===== config.mk =====
export PLATFORM = sky130hd
export DESIGN_NAME = sar_readout
export DESIGN_NICKNAME = d
export VERILOG_FILES = /design/src/pin_sync.v /design/src/word_fifo.v /design/src/sar_readout.v
export VERILOG_INCLUDE_DIRS = /design/src /design/src/src
export SDC_FILE = /design/constraint.sdc
export NUM_CORES = 1
export LEC_CHECK = 0
export CAP_MARGIN = 40
export CELL_PAD_IN_SITES_DETAIL_PLACEMENT = 1
export CELL_PAD_IN_SITES_GLOBAL_PLACEMENT = 2
export CORE_MARGIN = 3
export CORE_UTILIZATION = 49
export CTS_CLUSTER_DIAMETER = 100
export DETAILED_ROUTE_END_ITERATION = 7
export DONT_BUFFER_PORTS = 1
export PLACE_DENSITY_LB_ADDON = 0.1
export SLEW_MARGIN = 20
export SYNTH_ARGS = -nofsm -noshare
export SYNTH_HDL_FRONTEND = slang
export SYNTH_SLANG_ARGS = --single-unit

===== constraint.sdc =====
create_clock -name core_clk -period 4.1 [get_ports core_clk]
set_input_delay 0.205 -clock core_clk [delete_from_list [all_inputs] [get_ports core_clk]]
set_output_delay 0.205 -clock core_clk [all_outputs]
set_load 0.03 [all_outputs]

===== src/sar_readout_defines.vh =====
// Constants of the converter readout and reset control.
// Assumes a 100 MHz core clock; included by its bare name.
`ifndef SAR_READOUT_DEFINES_VH
`define SAR_READOUT_DEFINES_VH

// Clock period in ns
`define CLK_PERIOD_NS      10
// Conversion time in ns, longest time, cycles round down
`define CONV_TIME_NS       610
`define CONV_CYCLES        (`CONV_TIME_NS / `CLK_PERIOD_NS)
// Resolved bits of the approximation; cycles per bit follow from it
`define BIT_STEPS          16
`define STEP_CYCLES        (`CONV_CYCLES / `BIT_STEPS)
// Sampling start after reset release in ns, cycles round down
`define RELEASE_TIME_NS    20
`define RELEASE_CYCLES     (`RELEASE_TIME_NS / `CLK_PERIOD_NS)
// Abort bound after reset entry in ns (sync plus one state edge fits)
`define ABORT_TIME_NS      50

// Widths
`define RESULT_W           16
`define CNT_W              7
`define BIDX_W             4
`define CNT_ZERO           7'h00
`define CNT_ONE            7'h01
`define BIDX_MSB           4'hF
`define BIDX_ZERO          4'h0

// Result values
`define RESULT_CLEAR       16'h0000
`define TRIAL_START        16'h8000
`define LOW_BYTE_FILL      8'hFF

// Pin synchroniser: {reset_n, convert_start_n, cs_n, rd_n, byte_sel}
`define PIN_W              5
`define PIN_RESET_VAL      5'h1E
`define PIN_RESET_N        4
`define PIN_CONV_N         3
`define PIN_CS_N           2
`define PIN_RD_N           1
`define PIN_BYTE           0

// FIFO shape
`define FIFO_DEPTH         32
`define FIFO_AW            5

`endif


===== src/pin_sync.v =====
// Two flip-flop synchroniser for a group of pin inputs.
// Assumes each bit is an independent level from outside the clock domain.
`timescale 1ns/1ps
`include "sar_readout_defines.vh"

module pin_sync
#(
    parameter WIDTH     = `PIN_W,
    parameter RESET_VAL = `PIN_RESET_VAL
)
(
    input  wire             core_clk,
    input  wire             rst,
    input  wire [WIDTH-1:0] pins_in,
    output wire [WIDTH-1:0] pins_out
);

////////////////////////////////////////////////////////////////////////////
// Stage registers
reg [WIDTH-1:0] meta_q;     // First stage, read only by the second
reg [WIDTH-1:0] sync_q;     // Second stage, safe to use

// Two stages, idle levels under reset
always @(posedge core_clk or posedge rst)
begin
    if (rst)
    begin
        meta_q <= RESET_VAL;
        sync_q <= RESET_VAL;
    end
    else
    begin
        meta_q <= pins_in;
        sync_q <= meta_q;
    end
end

assign pins_out = sync_q;

endmodule


===== src/word_fifo.v =====
// Synchronous FIFO with valid and ready on both sides and a flush.
// Assumes one clock; flush empties it in one cycle.
`timescale 1ns/1ps
`include "sar_readout_defines.vh"

module word_fifo
#(
    parameter WIDTH = `RESULT_W,
    parameter DEPTH = `FIFO_DEPTH,
    parameter AW    = `FIFO_AW
)
(
    input  wire             core_clk,
    input  wire             rst,
    input  wire             flush,
    input  wire             in_valid,
    output wire             in_ready,
    input  wire [WIDTH-1:0] in_data,
    output wire             out_valid,
    input  wire             out_ready,
    output wire [WIDTH-1:0] out_data
);

////////////////////////////////////////////////////////////////////////////
// Storage and pointers
reg [WIDTH-1:0] mem [0:DEPTH-1];  // Word storage
reg [AW-1:0]    wr_ptr_q;         // Next write slot
reg [AW-1:0]    rd_ptr_q;         // Next read slot
reg [AW:0]      count_q;          // Words held

wire push;                        // Word accepted
wire pop;                         // Word delivered

assign in_ready  = (count_q != DEPTH[AW:0]);
assign out_valid = (count_q != {(AW+1){1'b0}});
assign push      = in_valid & in_ready;
assign pop       = out_valid & out_ready;
assign out_data  = mem[rd_ptr_q];

// Storage write, no reset needed
always @(posedge core_clk)
begin
    if (push)
    begin
        mem[wr_ptr_q] <= in_data;
    end
end

// Pointers and occupancy
always @(posedge core_clk or posedge rst)
begin
    if (rst)
    begin
        wr_ptr_q <= {AW{1'b0}};
        rd_ptr_q <= {AW{1'b0}};
        count_q  <= {(AW+1){1'b0}};
    end
    else if (flush)
    begin
        wr_ptr_q <= {AW{1'b0}};
        rd_ptr_q <= {AW{1'b0}};
        count_q  <= {(AW+1){1'b0}};
    end
    else
    begin
        // Pointers wrap since DEPTH is a power of two
        if (push)
        begin
            wr_ptr_q <= wr_ptr_q + {{(AW-1){1'b0}}, 1'b1};
        end
        if (pop)
        begin
            rd_ptr_q <= rd_ptr_q + {{(AW-1){1'b0}}, 1'b1};
        end
        if (push & ~pop)
        begin
            count_q <= count_q + {{AW{1'b0}}, 1'b1};
        end
        else if (pop & ~push)
        begin
            count_q <= count_q - {{AW{1'b0}}, 1'b1};
        end
    end
end

endmodule


===== src/sar_readout.v =====
// Readout and reset control of a 16-bit successive approximation converter.
// Assumes an analog core giving a comparator level on core_clk and taking
// the trial code; all control pins come from outside and are synchronised.
//
// Operation
// - Result is unsigned straight binary code
// - Drive data only when select, read low
// - Byte select low: full word on pins
// - Byte select high: low byte up, ones
// - Byte reads work toggled or held read
// - Reset aborts conversion within 50 ns
// - Reset clears output latches to zero
// - Normal operation resumes 20 ns after reset; here it resumes 40 to 50 ns after reset_n rises
// - First sampling starts 20 ns after reset; here 40 to 50 ns after reset_n rises (sync and one state edge first)
// - Sampling starts at later of busy/select fall
// - Busy high from start until conversion done
`timescale 1ns/1ps
`include "sar_readout_defines.vh"

module sar_readout
(
    input  wire                 core_clk,
    input  wire                 rst,
    input  wire                 reset_n,
    input  wire                 convert_start_n,
    input  wire                 cs_n,
    input  wire                 rd_n,
    input  wire                 byte_sel,
    input  wire                 comparator_in,
    output wire [`RESULT_W-1:0] trial_code,
    output wire                 sample_track,
    output wire                 busy,
    output wire [`RESULT_W-1:0] output_data_pins,
    output wire                 output_data_oe_n
);

////////////////////////////////////////////////////////////////////////////
// State codes
localparam ST_RESET   = 3'h0;   // Device reset held
localparam ST_RELEASE = 3'h1;   // Delay after reset release
localparam ST_SAMPLE  = 3'h2;   // Tracking input, waits for start
localparam ST_CONVERT = 3'h3;   // Resolving bits
localparam ST_PUSH    = 3'h4;   // Handing result to the FIFO
localparam ST_DRAIN   = 3'h5;   // Waiting for latch update
localparam ST_WAIT_CS = 3'h6;   // Busy low, waiting for select fall

////////////////////////////////////////////////////////////////////////////
// Functions

// Next trial code after bit idx is decided
function [`RESULT_W-1:0] next_trial;
    input [`RESULT_W-1:0] trial;
    input [`BIDX_W-1:0]   idx;
    input                 keep;
    reg   [`RESULT_W-1:0] t;
    begin
        t = trial;
        // Clear the bit when the input lies below the trial level
        if (!keep)
        begin
            t[idx] = 1'b0;
        end
        // Set the next lower bit as the new trial
        if (idx != `BIDX_ZERO)
        begin
            t[idx - 1'b1] = 1'b1;
        end
        next_trial = t;
    end
endfunction

////////////////////////////////////////////////////////////////////////////
// Pin synchronisation
wire [`PIN_W-1:0] pins_s;       // Synchronised pin levels

pin_sync
#(
    .WIDTH     (`PIN_W),
    .RESET_VAL (`PIN_RESET_VAL)
)
u_pin_sync
(
    .core_clk (core_clk),
    .rst      (rst),
    .pins_in  ({reset_n, convert_start_n, cs_n, rd_n, byte_sel}),
    .pins_out (pins_s)
);

wire reset_n_s   = pins_s[`PIN_RESET_N];  // Device reset, active low
wire conv_n_s    = pins_s[`PIN_CONV_N];   // Convert start, active low
wire cs_n_s      = pins_s[`PIN_CS_N];     // Select, active low
wire rd_n_s      = pins_s[`PIN_RD_N];     // Read strobe, active low
wire byte_s      = pins_s[`PIN_BYTE];     // Half-word select
wire dev_reset   = ~reset_n_s;            // Device reset asserted
wire read_active = ~cs_n_s & ~rd_n_s;     // Output bus enabled

////////////////////////////////////////////////////////////////////////////
// Registers
reg [2:0]            state_q;       // Control state
reg [2:0]            state_d;
reg                  conv_n_prev_q; // Previous convert start level
reg                  busy_q;        // Busy pin
reg                  read_held_q;   // Read strobe held since start
reg [`RESULT_W-1:0]  trial_q;       // Trial code under test
reg [`BIDX_W-1:0]    bit_idx_q;     // Bit under decision
reg                  bits_done_q;   // All bits resolved
reg [`CNT_W-1:0]     step_cnt_q;    // Cycles within one bit
reg [`CNT_W-1:0]     conv_cnt_q;    // Cycles within conversion
reg [`CNT_W-1:0]     rel_cnt_q;     // Cycles since reset release
reg [`RESULT_W-1:0]  latch_q;       // Output data latch
reg [`RESULT_W-1:0]  pins_q;        // Data pin drive

wire conv_fall = conv_n_prev_q & ~conv_n_s;  // Convert start falling
wire start_ok  = conv_fall & ~cs_n_s;        // Valid start, select low

////////////////////////////////////////////////////////////////////////////
// Result FIFO
wire                 fifo_in_valid;  // Result offered
wire                 fifo_in_ready;  // FIFO has room
wire                 fifo_out_valid; // Result waiting for the latch
wire                 fifo_out_ready; // Latch may be updated
wire [`RESULT_W-1:0] fifo_out_data;  // Result leaving the FIFO
wire                 latch_load;     // Latch takes a result

assign fifo_in_valid  = (state_q == ST_PUSH);
// Hold the latch steady during a read pulse; a read held low since
// before the start would otherwise stall the result for ever
assign fifo_out_ready = ~read_active | read_held_q;
assign latch_load     = fifo_out_valid & fifo_out_ready;

word_fifo
#(
    .WIDTH (`RESULT_W),
    .DEPTH (`FIFO_DEPTH),
    .AW    (`FIFO_AW)
)
u_word_fifo
(
    .core_clk  (core_clk),
    .rst       (rst),
    .flush     (dev_reset),
    .in_valid  (fifo_in_valid),
    .in_ready  (fifo_in_ready),
    .in_data   (trial_q),
    .out_valid (fifo_out_valid),
    .out_ready (fifo_out_ready),
    .out_data  (fifo_out_data)
);

////////////////////////////////////////////////////////////////////////////
// Next state
always @*
begin
    state_d = state_q;
    if (dev_reset)
    begin
        // Any state, including a conversion, falls to reset
        state_d = ST_RESET;
    end
    else
    begin
        case (state_q)
            ST_RESET:
            begin
                state_d = ST_RELEASE;
            end
            ST_RELEASE:
            begin
                // Fixed delay to first sampling
                if (rel_cnt_q >= `RELEASE_CYCLES - 1)
                begin
                    state_d = ST_SAMPLE;
                end
            end
            ST_SAMPLE:
            begin
                // Hold mode begins on the start edge with select low
                if (start_ok)
                begin
                    state_d = ST_CONVERT;
                end
            end
            ST_CONVERT:
            begin
                if (bits_done_q && (conv_cnt_q >= `CONV_CYCLES - 1))
                begin
                    state_d = ST_PUSH;
                end
            end
            ST_PUSH:
            begin
                // Waits while the FIFO is full
                if (fifo_in_ready)
                begin
                    state_d = ST_DRAIN;
                end
            end
            ST_DRAIN:
            begin
                // Busy falls here; sample now if select is low
                if (latch_load)
                begin
                    state_d = cs_n_s ? ST_WAIT_CS : ST_SAMPLE;
                end
            end
            ST_WAIT_CS:
            begin
                // Select fall comes after busy fall
                if (!cs_n_s)
                begin
                    state_d = ST_SAMPLE;
                end
            end
            default:
            begin
                state_d = ST_RESET;
            end
        endcase
    end
end

////////////////////////////////////////////////////////////////////////////
// Control and approximation registers
always @(posedge core_clk or posedge rst)
begin
    if (rst)
    begin
        state_q       <= ST_RESET;
        conv_n_prev_q <= 1'b1;
        busy_q        <= 1'b0;
        read_held_q   <= 1'b0;
        trial_q       <= `RESULT_CLEAR;
        bit_idx_q     <= `BIDX_MSB;
        bits_done_q   <= 1'b0;
        step_cnt_q    <= `CNT_ZERO;
        conv_cnt_q    <= `CNT_ZERO;
        rel_cnt_q     <= `CNT_ZERO;
    end
    else
    begin
        state_q       <= state_d;
        conv_n_prev_q <= conv_n_s;
        // Release delay counter, cleared outside the release delay
        rel_cnt_q <= (state_q == ST_RELEASE) ? rel_cnt_q + `CNT_ONE : `CNT_ZERO;
        // Read held low since the start stays exempt until released
        read_held_q <= read_active & (read_held_q | ((state_q == ST_SAMPLE) & start_ok));
        if (dev_reset)
        begin
            // Abort the conversion and drop busy
            busy_q      <= 1'b0;
            bits_done_q <= 1'b0;
            step_cnt_q  <= `CNT_ZERO;
            conv_cnt_q  <= `CNT_ZERO;
        end
        else if ((state_q == ST_SAMPLE) && start_ok)
        begin
            // Start: busy high, first trial at mid scale
            busy_q      <= 1'b1;
            trial_q     <= `TRIAL_START;
            bit_idx_q   <= `BIDX_MSB;
            bits_done_q <= 1'b0;
            step_cnt_q  <= `CNT_ZERO;
            conv_cnt_q  <= `CNT_ZERO;
        end
        else if (state_q == ST_CONVERT)
        begin
            conv_cnt_q <= conv_cnt_q + `CNT_ONE;
            if (!bits_done_q)
            begin
                if (step_cnt_q >= `STEP_CYCLES - 1)
                begin
                    // Decide one bit, most significant first
                    step_cnt_q <= `CNT_ZERO;
                    trial_q    <= next_trial(trial_q, bit_idx_q, comparator_in);
                    if (bit_idx_q == `BIDX_ZERO)
                    begin
                        bits_done_q <= 1'b1;
                    end
                    else
                    begin
                        bit_idx_q <= bit_idx_q - 1'b1;
                    end
                end
                else
                begin
                    step_cnt_q <= step_cnt_q + `CNT_ONE;
                end
            end
        end
        else if ((state_q == ST_DRAIN) && latch_load)
        begin
            // Result now readable, conversion ended
            busy_q <= 1'b0;
        end
    end
end

////////////////////////////////////////////////////////////////////////////
// Output latch and data pins
always @(posedge core_clk or posedge rst)
begin
    if (rst)
    begin
        latch_q <= `RESULT_CLEAR;
        pins_q  <= `RESULT_CLEAR;
    end
    else if (dev_reset)
    begin
        // Latches read as zero until a new result arrives
        latch_q <= `RESULT_CLEAR;
        pins_q  <= `RESULT_CLEAR;
    end
    else
    begin
        if (latch_load)
        begin
            latch_q <= fifo_out_data;
        end
        // Pins follow the byte select level continuously
        pins_q <= byte_s ? {latch_q[7:0], `LOW_BYTE_FILL} : latch_q;
    end
end

// Drive only with select and read both low
assign output_data_oe_n = ~read_active;
assign output_data_pins = pins_q;
assign busy             = busy_q;
assign trial_code       = trial_q;
assign sample_track     = (state_q == ST_SAMPLE);

endmodule


# [Yosys cells after proc, flatten, opt, wreduce, memory -nomap -nowiden]
# Memory sizes are Yosys's and may differ from the RTL's.
# Cells that the tools add are included.
# Widths: inputs -> output; s select.
[totals] reg_bits=106 latchBits=0 ram_bits=512 romBits=0 inputBits=8 out_inout_bits=35 elab_cells=152 n_memories=1
[mem_list] memory="u_word_fifo.mem" words=32 width=16 rd=1 rd_ports_with_merged_regs=0 wr=1 line_no="word_fifo.v:26" source="reg [WIDTH-1:0] mem [0:DEPTH-1];"
[classes] add_sub_neg=8 multipliers=0 div_mod_pow=0 order_cmp=7 n_eq_ne=22 n_shift=0 mux=61 bitwise_logic=20 n_reduce_logical=16
[ops] cell="$mux 16" count=15
[ops] cell="$mux 7" count=9
[ops] cell="$ne 3x3->1 const B" count=10
[ops] cell="$mux 3" count=8
[ops] cell="$add 7x1->7 const B" count=3
[ops] cell="$pmux 3 s7" count=1
[ops] cell="$mux 4" count=5
[ops] cell="$mux 5" count=4
[ops] cell="$mux 6" count=3
[ops] cell="$and 16x16->16" count=1
[ops] cell="$not 16->16" count=1
[ops] cell="$or 16x16->16" count=1
[ops] cell="$mux 1" count=14
[ops] cell="$add 5x1->5 const B" count=2
[ops] cell="$lt 4x5->1 const B" count=2
[ops] cell="$and 1x1->1" count=9
[ops] cell="$eq 3x3->1 const B" count=3
[ops] cell="$demux 1 s4" count=2
[ops] cell="$ge 4x1->1 const B" count=2
[ops] cell="$ge 7x1->1 const B" count=1
[ops] cell="$ge 7x2->1 const B" count=1
[ops] cell="$ge 7x6->1 const B" count=1
[ops] cell="$add 6x1->6 const B" count=1
[ops] cell="$eq 3x2->1 const B" count=2
[ops] cell="19 further kinds" count=33

# [Depth between registers and ports, before layout]
# Gate-level depths: netlist (run 1).
[logic_depth] ltp_word=18 depth_mapped=11 ltp_nobuf=9

# [Cells and area by module]
# From an unflattened synthesis (run 1), not the netlist that was laid out.
[hier_totals] cells_unflattened=1407 area_unflattened_um2=24785.0
[modules_own_cells] mod="word_fifo" instances=1 cells_per_inst=995 area_each_um2=20616.0 seq_area_each_um2=15775.1
[modules_own_cells] mod="sar_readout" instances=1 cells_per_inst=401 area_each_um2=3905.0 seq_area_each_um2=2008.2
[modules_own_cells] mod="pin_sync" instances=1 cells_per_inst=11 area_each_um2=264.0 seq_area_each_um2=260.2

# [Worst setup path before layout (run 1)]
# Ideal clock, no wire load.
[synth_path] kind="reg2reg" start="register u_word_fifo.count_q[1]" end="register u_word_fifo.count_q[5]" setup_ps=79 arrival_time_ps=2849 t_required_ps=4021 path_slack_ps=1171 stages_incl_launch_ff=10 path_buffers=0 synth_period_minus_slack_ps=2929 cell_sequence="dfrtp_1 > or4_4 > o32ai_4 > nand2_1 > ha_1 > a211oi_1 > o21bai_1 > a2111o_1 > o21ai_0 > mux2i_1"
[synth_between] elab_chain_cells=6 elab_cells_between_ends=14 classes_between="add/sub: 2; eq/ne: 2; mux: 3; bitwise: 6; reduce/logical: 1"
[synth_lines] item="start, declared" line_no="word_fifo.v:29" source="reg [AW:0] count_q;"
[synth_lines] item="start signal, assigned" line_no="word_fifo.v:56" source="count_q <= {(AW+1){1'b0}};"
[synth_lines] item="start signal, assigned" line_no="word_fifo.v:62" source="count_q <= {(AW+1){1'b0}};"
[synth_lines] item="start signal, assigned" line_no="word_fifo.v:77" source="count_q <= count_q + {{AW{1'b0}}, 1'b1};"
[synth_lines] item="parallel branches: the longest is 6 deep, another holds $sub 6x1->6"
# Several ways; the timed one is not identified. The select of a mux whose other input is x is not followed.
# A chain may end at the register's enable or synchronous reset.

# [Final worst setup path (run 1)]
# Ends and elaborated chain as after synthesis.

==> flow_summary.toml, run 1 <==
[grt]
grt_pass1_wl_um = 97500
grt-ovfl-total = 0
grt_max_degree = 57
antenna_found_initial = 2
grt_pass1_vias = 14200
grt_util_all_layers_pct = 25.3

[route]
firstDrtPassIters = 5
vias_per_cell = 6.10
drtAntennaViolNets = 0
drc_errors = 0
drt-total-wl_um = 65900
wl_per_cell_um = 29.6
vias = 13600
drt_iter0_drc = 1360

[pwr]
pwr-share-comb_pct = 17.5
peakVddDrop_mv = 0.297
p_leak_uw = 0.0100
power_density_nw_per_um2 = 574
clkPwrFrac_pct = 35.8
seqPwrFrac_pct = 46.7
p_int_uw = 11600
power_switching_uw = 4520
p_sw_share_pct = 28.0

[timing]
slew_headroom_pct = 44.1
hold_viol = 0
fmax_ghz = 0.295
drv_slew = 0
rsz0062_at_grt = "false"
setup_tns_ps = 0
tightestPinTransition_ps = 838
fin_worst_skew_ps = 21.1
finalCriticalPeriod_ps = 3390
layout_setup_ws_ps = 708
period_share_pct = 82.7
setup_violations = 0

[clocking]
h-tree-depth = 3
cts.sinks = 618
cts_tree = "built"
cts_buffer_depth = 3
post-cts-setup-buffers = 0
clk_latency_ps = 600
cts_buffers = 66
path_clk_slew_ps = 60
cts_root_buffer = "clkbuf_16"

[worst_setup_path]
reg2reg_from = "u_word_fifo.count_q[1]$_DFFE_PP0P_"
cp.required_ps = 4610
critPathKind = "reg2reg"
start_kind = "flip-flop"
worstPathArrival_ps = 3910
critPathTopFamily = "compound AO/OA/AOI/OAI gates"
critPathMaxStageDelay_ps = 600
regToRegEndpoint = "u_word_fifo.count_q[5]$_DFFE_PP0P_"
rr_worst_depth = 9
critical_path_buf_inv_count = 0
cpMaxStageDelayCell = "or4_4"
end_kind = "flip-flop"
cp_max_fo = 7
cp_cell_sequence = "or4_4, o32ai_4, nand2_1, ha_1, a211oi_1, o21bai_1, a2111o_1, o21ai_0, mux2i_1"
r2r_setup_slack_ps = 710

[floorplan]
start_util_pct = 50.0
fp.dieH_um = 231
coreArea_um2 = 49400
boundaryPins = 43
dieArea_um2 = 53100
die_w_um = 231
rows = 81

[yosys]
ys_ff_latch = 618
yosysMostFrequentCell = "edfxtp_1"
synth_common_cells = "edfxtp_1, mux2i_1, dfrtp_1"
seq_area_frac_synth_pct = 73.1
synth_cell_types = 70
synth_ff_type = "edfxtp_1"
syn_inst = 1410
synth-edff-count = 512
synth_top_area_cell = "edfxtp_1"
synth.avg_cell_area_um2 = 17.5
synthTopCellsByArea = "edfxtp_1, dfrtp_1, mux4_2, mux2i_1, dfstp_2"
synth.net_count = 1438
synth_top_cell_area_share_pct = 62.3
netlist_area_um2 = 24700
async_flop_share_pct = 17.2
yosys_warnings = 0

[finish]
fin_nets = 1537
antenna_cells = 0
drive_above_1_share_pct = 19.8
synthToLayoutAreaGrowth_pct = 14.0
final_util_pct = 57.0

[placed_design]
place_ws_ps = 719
dp_hpwl_um = 41000
place_congestion = 0.797
port_buffers = 0

[worst_hold_path]
hp-class = "in2async"

[outcome]
outcome = "completed"

[job]
maxCapViolCount = 0
-- stage by stage --
step	cell area, um^2	power (uW)	cells	hold slack (ps)
2_1_floorplan	24700	9420	1410	209
3_3_place_gp	25900	10400	2091	210
3_5_place_dp	25900	10500	2096	210
4_1_cts	28100	16300	2223	71.9
5_1_grt	28100	16800	2225	90.9
6_report	28100	16200	2225	73.4
-- layout by cell type, fill, tap and decap left out, drive strengths merged, types with 25 or more instances in the layout --
master  instances
o21ai          42
nand2          60
dfrtp          93
mux2i         104
clkbuf        110
o22ai          25
edfxtp        512
nor2           83
mux4           79
a21oi          25
buf            99
-- kinds of logic after synthesis --
kind of cell,Yosys count,share of synthesized area [%]
DFF,618,73.1
and+or+nand+nor,249,4.99
AOI/OAI and AO/OA,218,6.54
muxes,192,11.8
buffers and inverters,93,1.80
xor gates and xnor gates,20,0.740
adders and majority gates,20,1.04
-- registers in the layout, indices dropped and copies added (netlist names), 5 cells and up --
name,flops
conv_cnt_q,7
u_word_fifo.wr_ptr_q,5
u_word_fifo.mem,512
u_word_fifo.rd_ptr_q,5
step_cnt_q,7
trial_code,16
latch_q,16
rel_cnt_q,7
u_pin_sync.pins_out,5
output_data_pins,16
u_word_fifo.count_q,6
u_pin_sync.meta_q,5
-- per-layer routing --
layer  up-vias  part of all wire [%]  track usage (%)
met1      7178                    44             37.2
met5         -                     0                0
met2       517                    46             39.2
met4         0                   2.1             7.01
li1       5796                     -                -
met3        72                   7.4             4.91
-- cell type report --
cell class	count	area, um^2
Clock inverter	10	45.0
Multi-Input combinational cell	699	6210
Inverter	18	70.1
Sequential cell	618	18100
Tap cell	664	831
Fill cell	4461	21200
Timing Repair Buffer	106	882
Clock buffer	110	2060
-- power groups by stage --
stage,Combinational [uW],Sequential (uW),Clock (uW)
2_1_floorplan,1990,7430,0
3_3_place_gp,2750,7680,0
3_5_place_dp,2830,7670,0
4_1_cts,2860,7550,5910
5_1_grt,3050,7580,6170
6_report,2830,7540,5790
-- what timing repair did --
action / CTS / global route
hold buffers: 7 / 0
hold endpoints to repair: 53 / 0
resized for setup: 0 / 0
-- worst max path at each step --
stage / from / end / depth (start not counted)
after floorplan: rst / bits_done_q$_DFFE_PP0P_ / 1
after global placement: u_word_fifo.rd_ptr_q[0]$_DFFE_PP0P_ / latch_q[1]$_DFFE_PP0P_ / 5
after detailed placement: u_word_fifo.count_q[1]$_DFFE_PP0P_ / u_word_fifo.count_q[5]$_DFFE_PP0P_ / 9
after CTS: u_word_fifo.count_q[1]$_DFFE_PP0P_ / u_word_fifo.count_q[5]$_DFFE_PP0P_ / 9
after global routing: u_word_fifo.count_q[1]$_DFFE_PP0P_ / u_word_fifo.count_q[5]$_DFFE_PP0P_ / 9
final: u_word_fifo.count_q[1]$_DFFE_PP0P_ / u_word_fifo.count_q[5]$_DFFE_PP0P_ / 9
(Power assumes the default switching activity.)
==> run 2, diff against run 1 <==
ABC_AREA = 1   (was unset)
CORE_UTILIZATION = 43   (was 49)
clock period = 3.4 ns   (was 4.1 ns; I/O delays follow)
==> flow_summary.toml, run 2 <==
[clocking]
cts_tree = "built"
cts_buffers = 70
cts_buffer_depth = 3
clk_latency_ps = 610
path_clk_slew_ps = 60
cts.sinks = 618
cts_root_buffer = "clkbuf_16"
h-tree-depth = 3

[worst_setup_path]
reg2reg_from = "state_q[0]$_DFFE_PP0P_"
r2r_setup_slack_ps = 830
worstPathArrival_ps = 2840
rr_worst_depth = 8
cp_max_fo = 16
end_kind = "flip-flop"
regToRegEndpoint = "u_word_fifo.mem[29][6]$_DFFE_PP_"
start_kind = "flip-flop"
critPathKind = "reg2reg"
cp.required_ps = 3680

[route]
dr_wl_met3_um = 3980
firstDrtPassIters = 5
met1_length_um = 35000
met2_length_um = 37300
vias_per_cell = 5.43
drc_errors = 0
drtAntennaViolNets = 0
wl_per_cell_um = 23.6
drt_iter0_drc = 1348
top_layer = "met4"
vias = 18100
drt-total-wl_um = 78600

[worst_hold_path]
min_path_cells = 4
holdCritStartpoint = "comparator_in"
holdPathEnd = "trial_code[12]$_DFFE_PP0P_"
hp-class = "in2reg"

[floorplan]
start_util_pct = 43.8
die_w_um = 252
boundaryPins = 43
coreArea_um2 = 59600
rows = 89
fp.dieH_um = 252
dieArea_um2 = 63700

[finish]
largest_reg_flops = 512
fin_nets = 2527
final_util_pct = 49.9
mostFrequentLayoutCells = "nand2_1, edfxtp_1, nand3_1"
drive_above_1_share_pct = 9.24
top_register = "u_word_fifo.mem"
nFillCells = 6322
final_common_cell = "nand2_1"
synthToLayoutAreaGrowth_pct = 14.0

[timing]
drv_slew = 0
period_share_pct = 75.5
tightestPinTransition_ps = 836
finalCriticalPeriod_ps = 2570
fmax_ghz = 0.390
slew_headroom_pct = 44.3
setup_tns_ps = 0
rsz0062_at_grt = "false"
hold_viol = 0
setup_violations = 0
fin_worst_skew_ps = 21.7

[yosys]
ys_ff_latch = 618
syn_inst = 2454
synth_common_cells = "nand2_1, edfxtp_1, nand3_1"
synthMuxAreaShare_pct = 0
synth_top_area_cell = "edfxtp_1"
synth.net_count = 2482
synth_top_family_by_area = "simple AND/OR/NAND/NOR gates"
synth_ff_type = "edfxtp_1"
yosysMostFrequentCell = "nand2_1"
synth_cell_types = 40
netlist_area_um2 = 26100
synth_top_cell_area_share_pct = 58.9
synth_compound_area_share_pct = 4.17
seq_area_frac_synth_pct = 69.1
yosys.area_share.simple_pct = 21.2
synth-edff-count = 512
synth_fa_ha_area_share_pct = 0.988
synth.avg_cell_area_um2 = 10.6
async_flop_share_pct = 17.2
yosys_warnings = 0
synthTopCellsByArea = "edfxtp_1, nand2_1, dfrtp_1, nand3_1, nor2_1"
synth_xor_area_share_pct = 0.235

[pwr]
p_leak_uw = 0.0116
pwr-share-comb_pct = 25.8
clkPwrFrac_pct = 32.1
p_int_uw = 15300
seqPwrFrac_pct = 42.0
p_sw_share_pct = 35.2
peakVddDrop_mv = 0.711
power_switching_uw = 8310
power_density_nw_per_um2 = 794

[grt]
grt_pass1_vias = 18600
grt_max_degree = 152
grt_pass1_wl_um = 118000
grt_util_all_layers_pct = 24.9
grt-ovfl-total = 0
antenna_found_initial = 4

[placed_design]
port_buffers = 0
dp_hpwl_um = 49200
place_congestion = 0.834

[job]
maxCapViolCount = 0

[outcome]
outcome = "completed"
## run 2: cell count changes after synthesis, sizes merged, moves of 37 or more
| cell | previous run | this run |
|---|---|---|
| o21ai | 42 | 128 |
| nand2 | 60 | 774 |
| nand3 | 12 | 274 |
| mux2i | 104 | 0 |
| nor2 | 83 | 276 |
| mux4 | 79 | 0 |
| a21oi | 25 | 62 |
| inv | 18 | 144 |
## run 2: worst max-delay path, stage by stage (launching register included)
cell	delay (ps)
dfrtp_1	440
inv_1	150
nand2_1	100
nor2_2	170
inv_2	90
nor2_8	200
nand2_1	480
nor2_1	310
buf_4	300
## run 2: timing repair
item                                    in CTS  in global routing
hold buffers                                 7                  0
setup buffers                                0                  0
gates resized for setup                      0                  0
hold endpoints to repair                    61                  0
endpoints found under the setup margin       0                  0
## run 2: final cells by class
type	count	area (um^2)	area share, %
multi-input cells	1574	6950	23.3
inverters	146	561	1.88
flip-flops and latches	618	18100	60.7
clock buffers	97	2000	6.72
diodes	1	2.50	0.00841
well taps	773	967	3.25
clock inverters	31	304	1.02
repair buffers	89	902	3.03
## run 2: cell families (layout without fill, tap and decap cells)
family / Yosys count / after routing
buffers and inverters: 262 / 363
adders and majority gates: 20 / 20
other: 0 / 1
DFF: 618 / 618
xor gates and xnor gates: 7 / 7
AOI/OAI and AO/OA: 207 / 207
and+or+nand+nor: 1340 / 1340
## run 2: per-stage QoR
stage | area, um^2 | instances | setup slack, ps | hold slack [ps] | power, uW
6_report | 29700 | 3329 | 833 | 45.9 | 23600
5_1_grt | 29700 | 3329 | 691 | 76.5 | 24800
4_1_cts | 29700 | 3327 | 850 | 13.9 | 23900
3_5_place_dp | 27300 | 3192 | 931 | 175 | 16200
3_3_place_gp | 27200 | 3185 | 979 | 175 | 16000
2_1_floorplan | 26100 | 2454 | 463 | 174 | 13600
## run 2: power by group through the flow
stage          clock network (uW)  registers [uW]  logic, uW
3_5_place_dp                    0           10100       6130
2_1_floorplan                   0            9970       3580
3_3_place_gp                    0           10200       5730
6_report                     7590            9920       6100
4_1_cts                      7750            9950       6170
5_1_grt                      8080            9970       6780
## run 2: metal layers
layer / track usage [%] / vias up
li1: - / 8337
met1: 34.3 / 9240
met2: 40.4 / 402
met3: 4.33 / 95
met4: 8.14 / 0
met5: 0 / -
## run 2: worst max path at each step
stage                                                   start                            endpoint  slack, ps  cells past startpoint
after floorplan                                           rst             bits_done_q$_DFFE_PP0P_        460                      1
after global placement    u_word_fifo.rd_ptr_q[0]$_DFFE_PP0P_              latch_q[9]$_DFFE_PP0P_        980                     10
after detailed placement               state_q[0]$_DFFE_PP0P_   u_word_fifo.mem[17][15]$_DFFE_PP_        930                      8
after CTS                              state_q[0]$_DFFE_PP0P_   u_word_fifo.mem[29][13]$_DFFE_PP_        850                      8
after global routing       u_word_fifo.count_q[0]$_DFFE_PP0P_  u_word_fifo.count_q[5]$_DFFE_PP0P_        690                     11
final                                  state_q[0]$_DFFE_PP0P_    u_word_fifo.mem[29][6]$_DFFE_PP_        830                      8
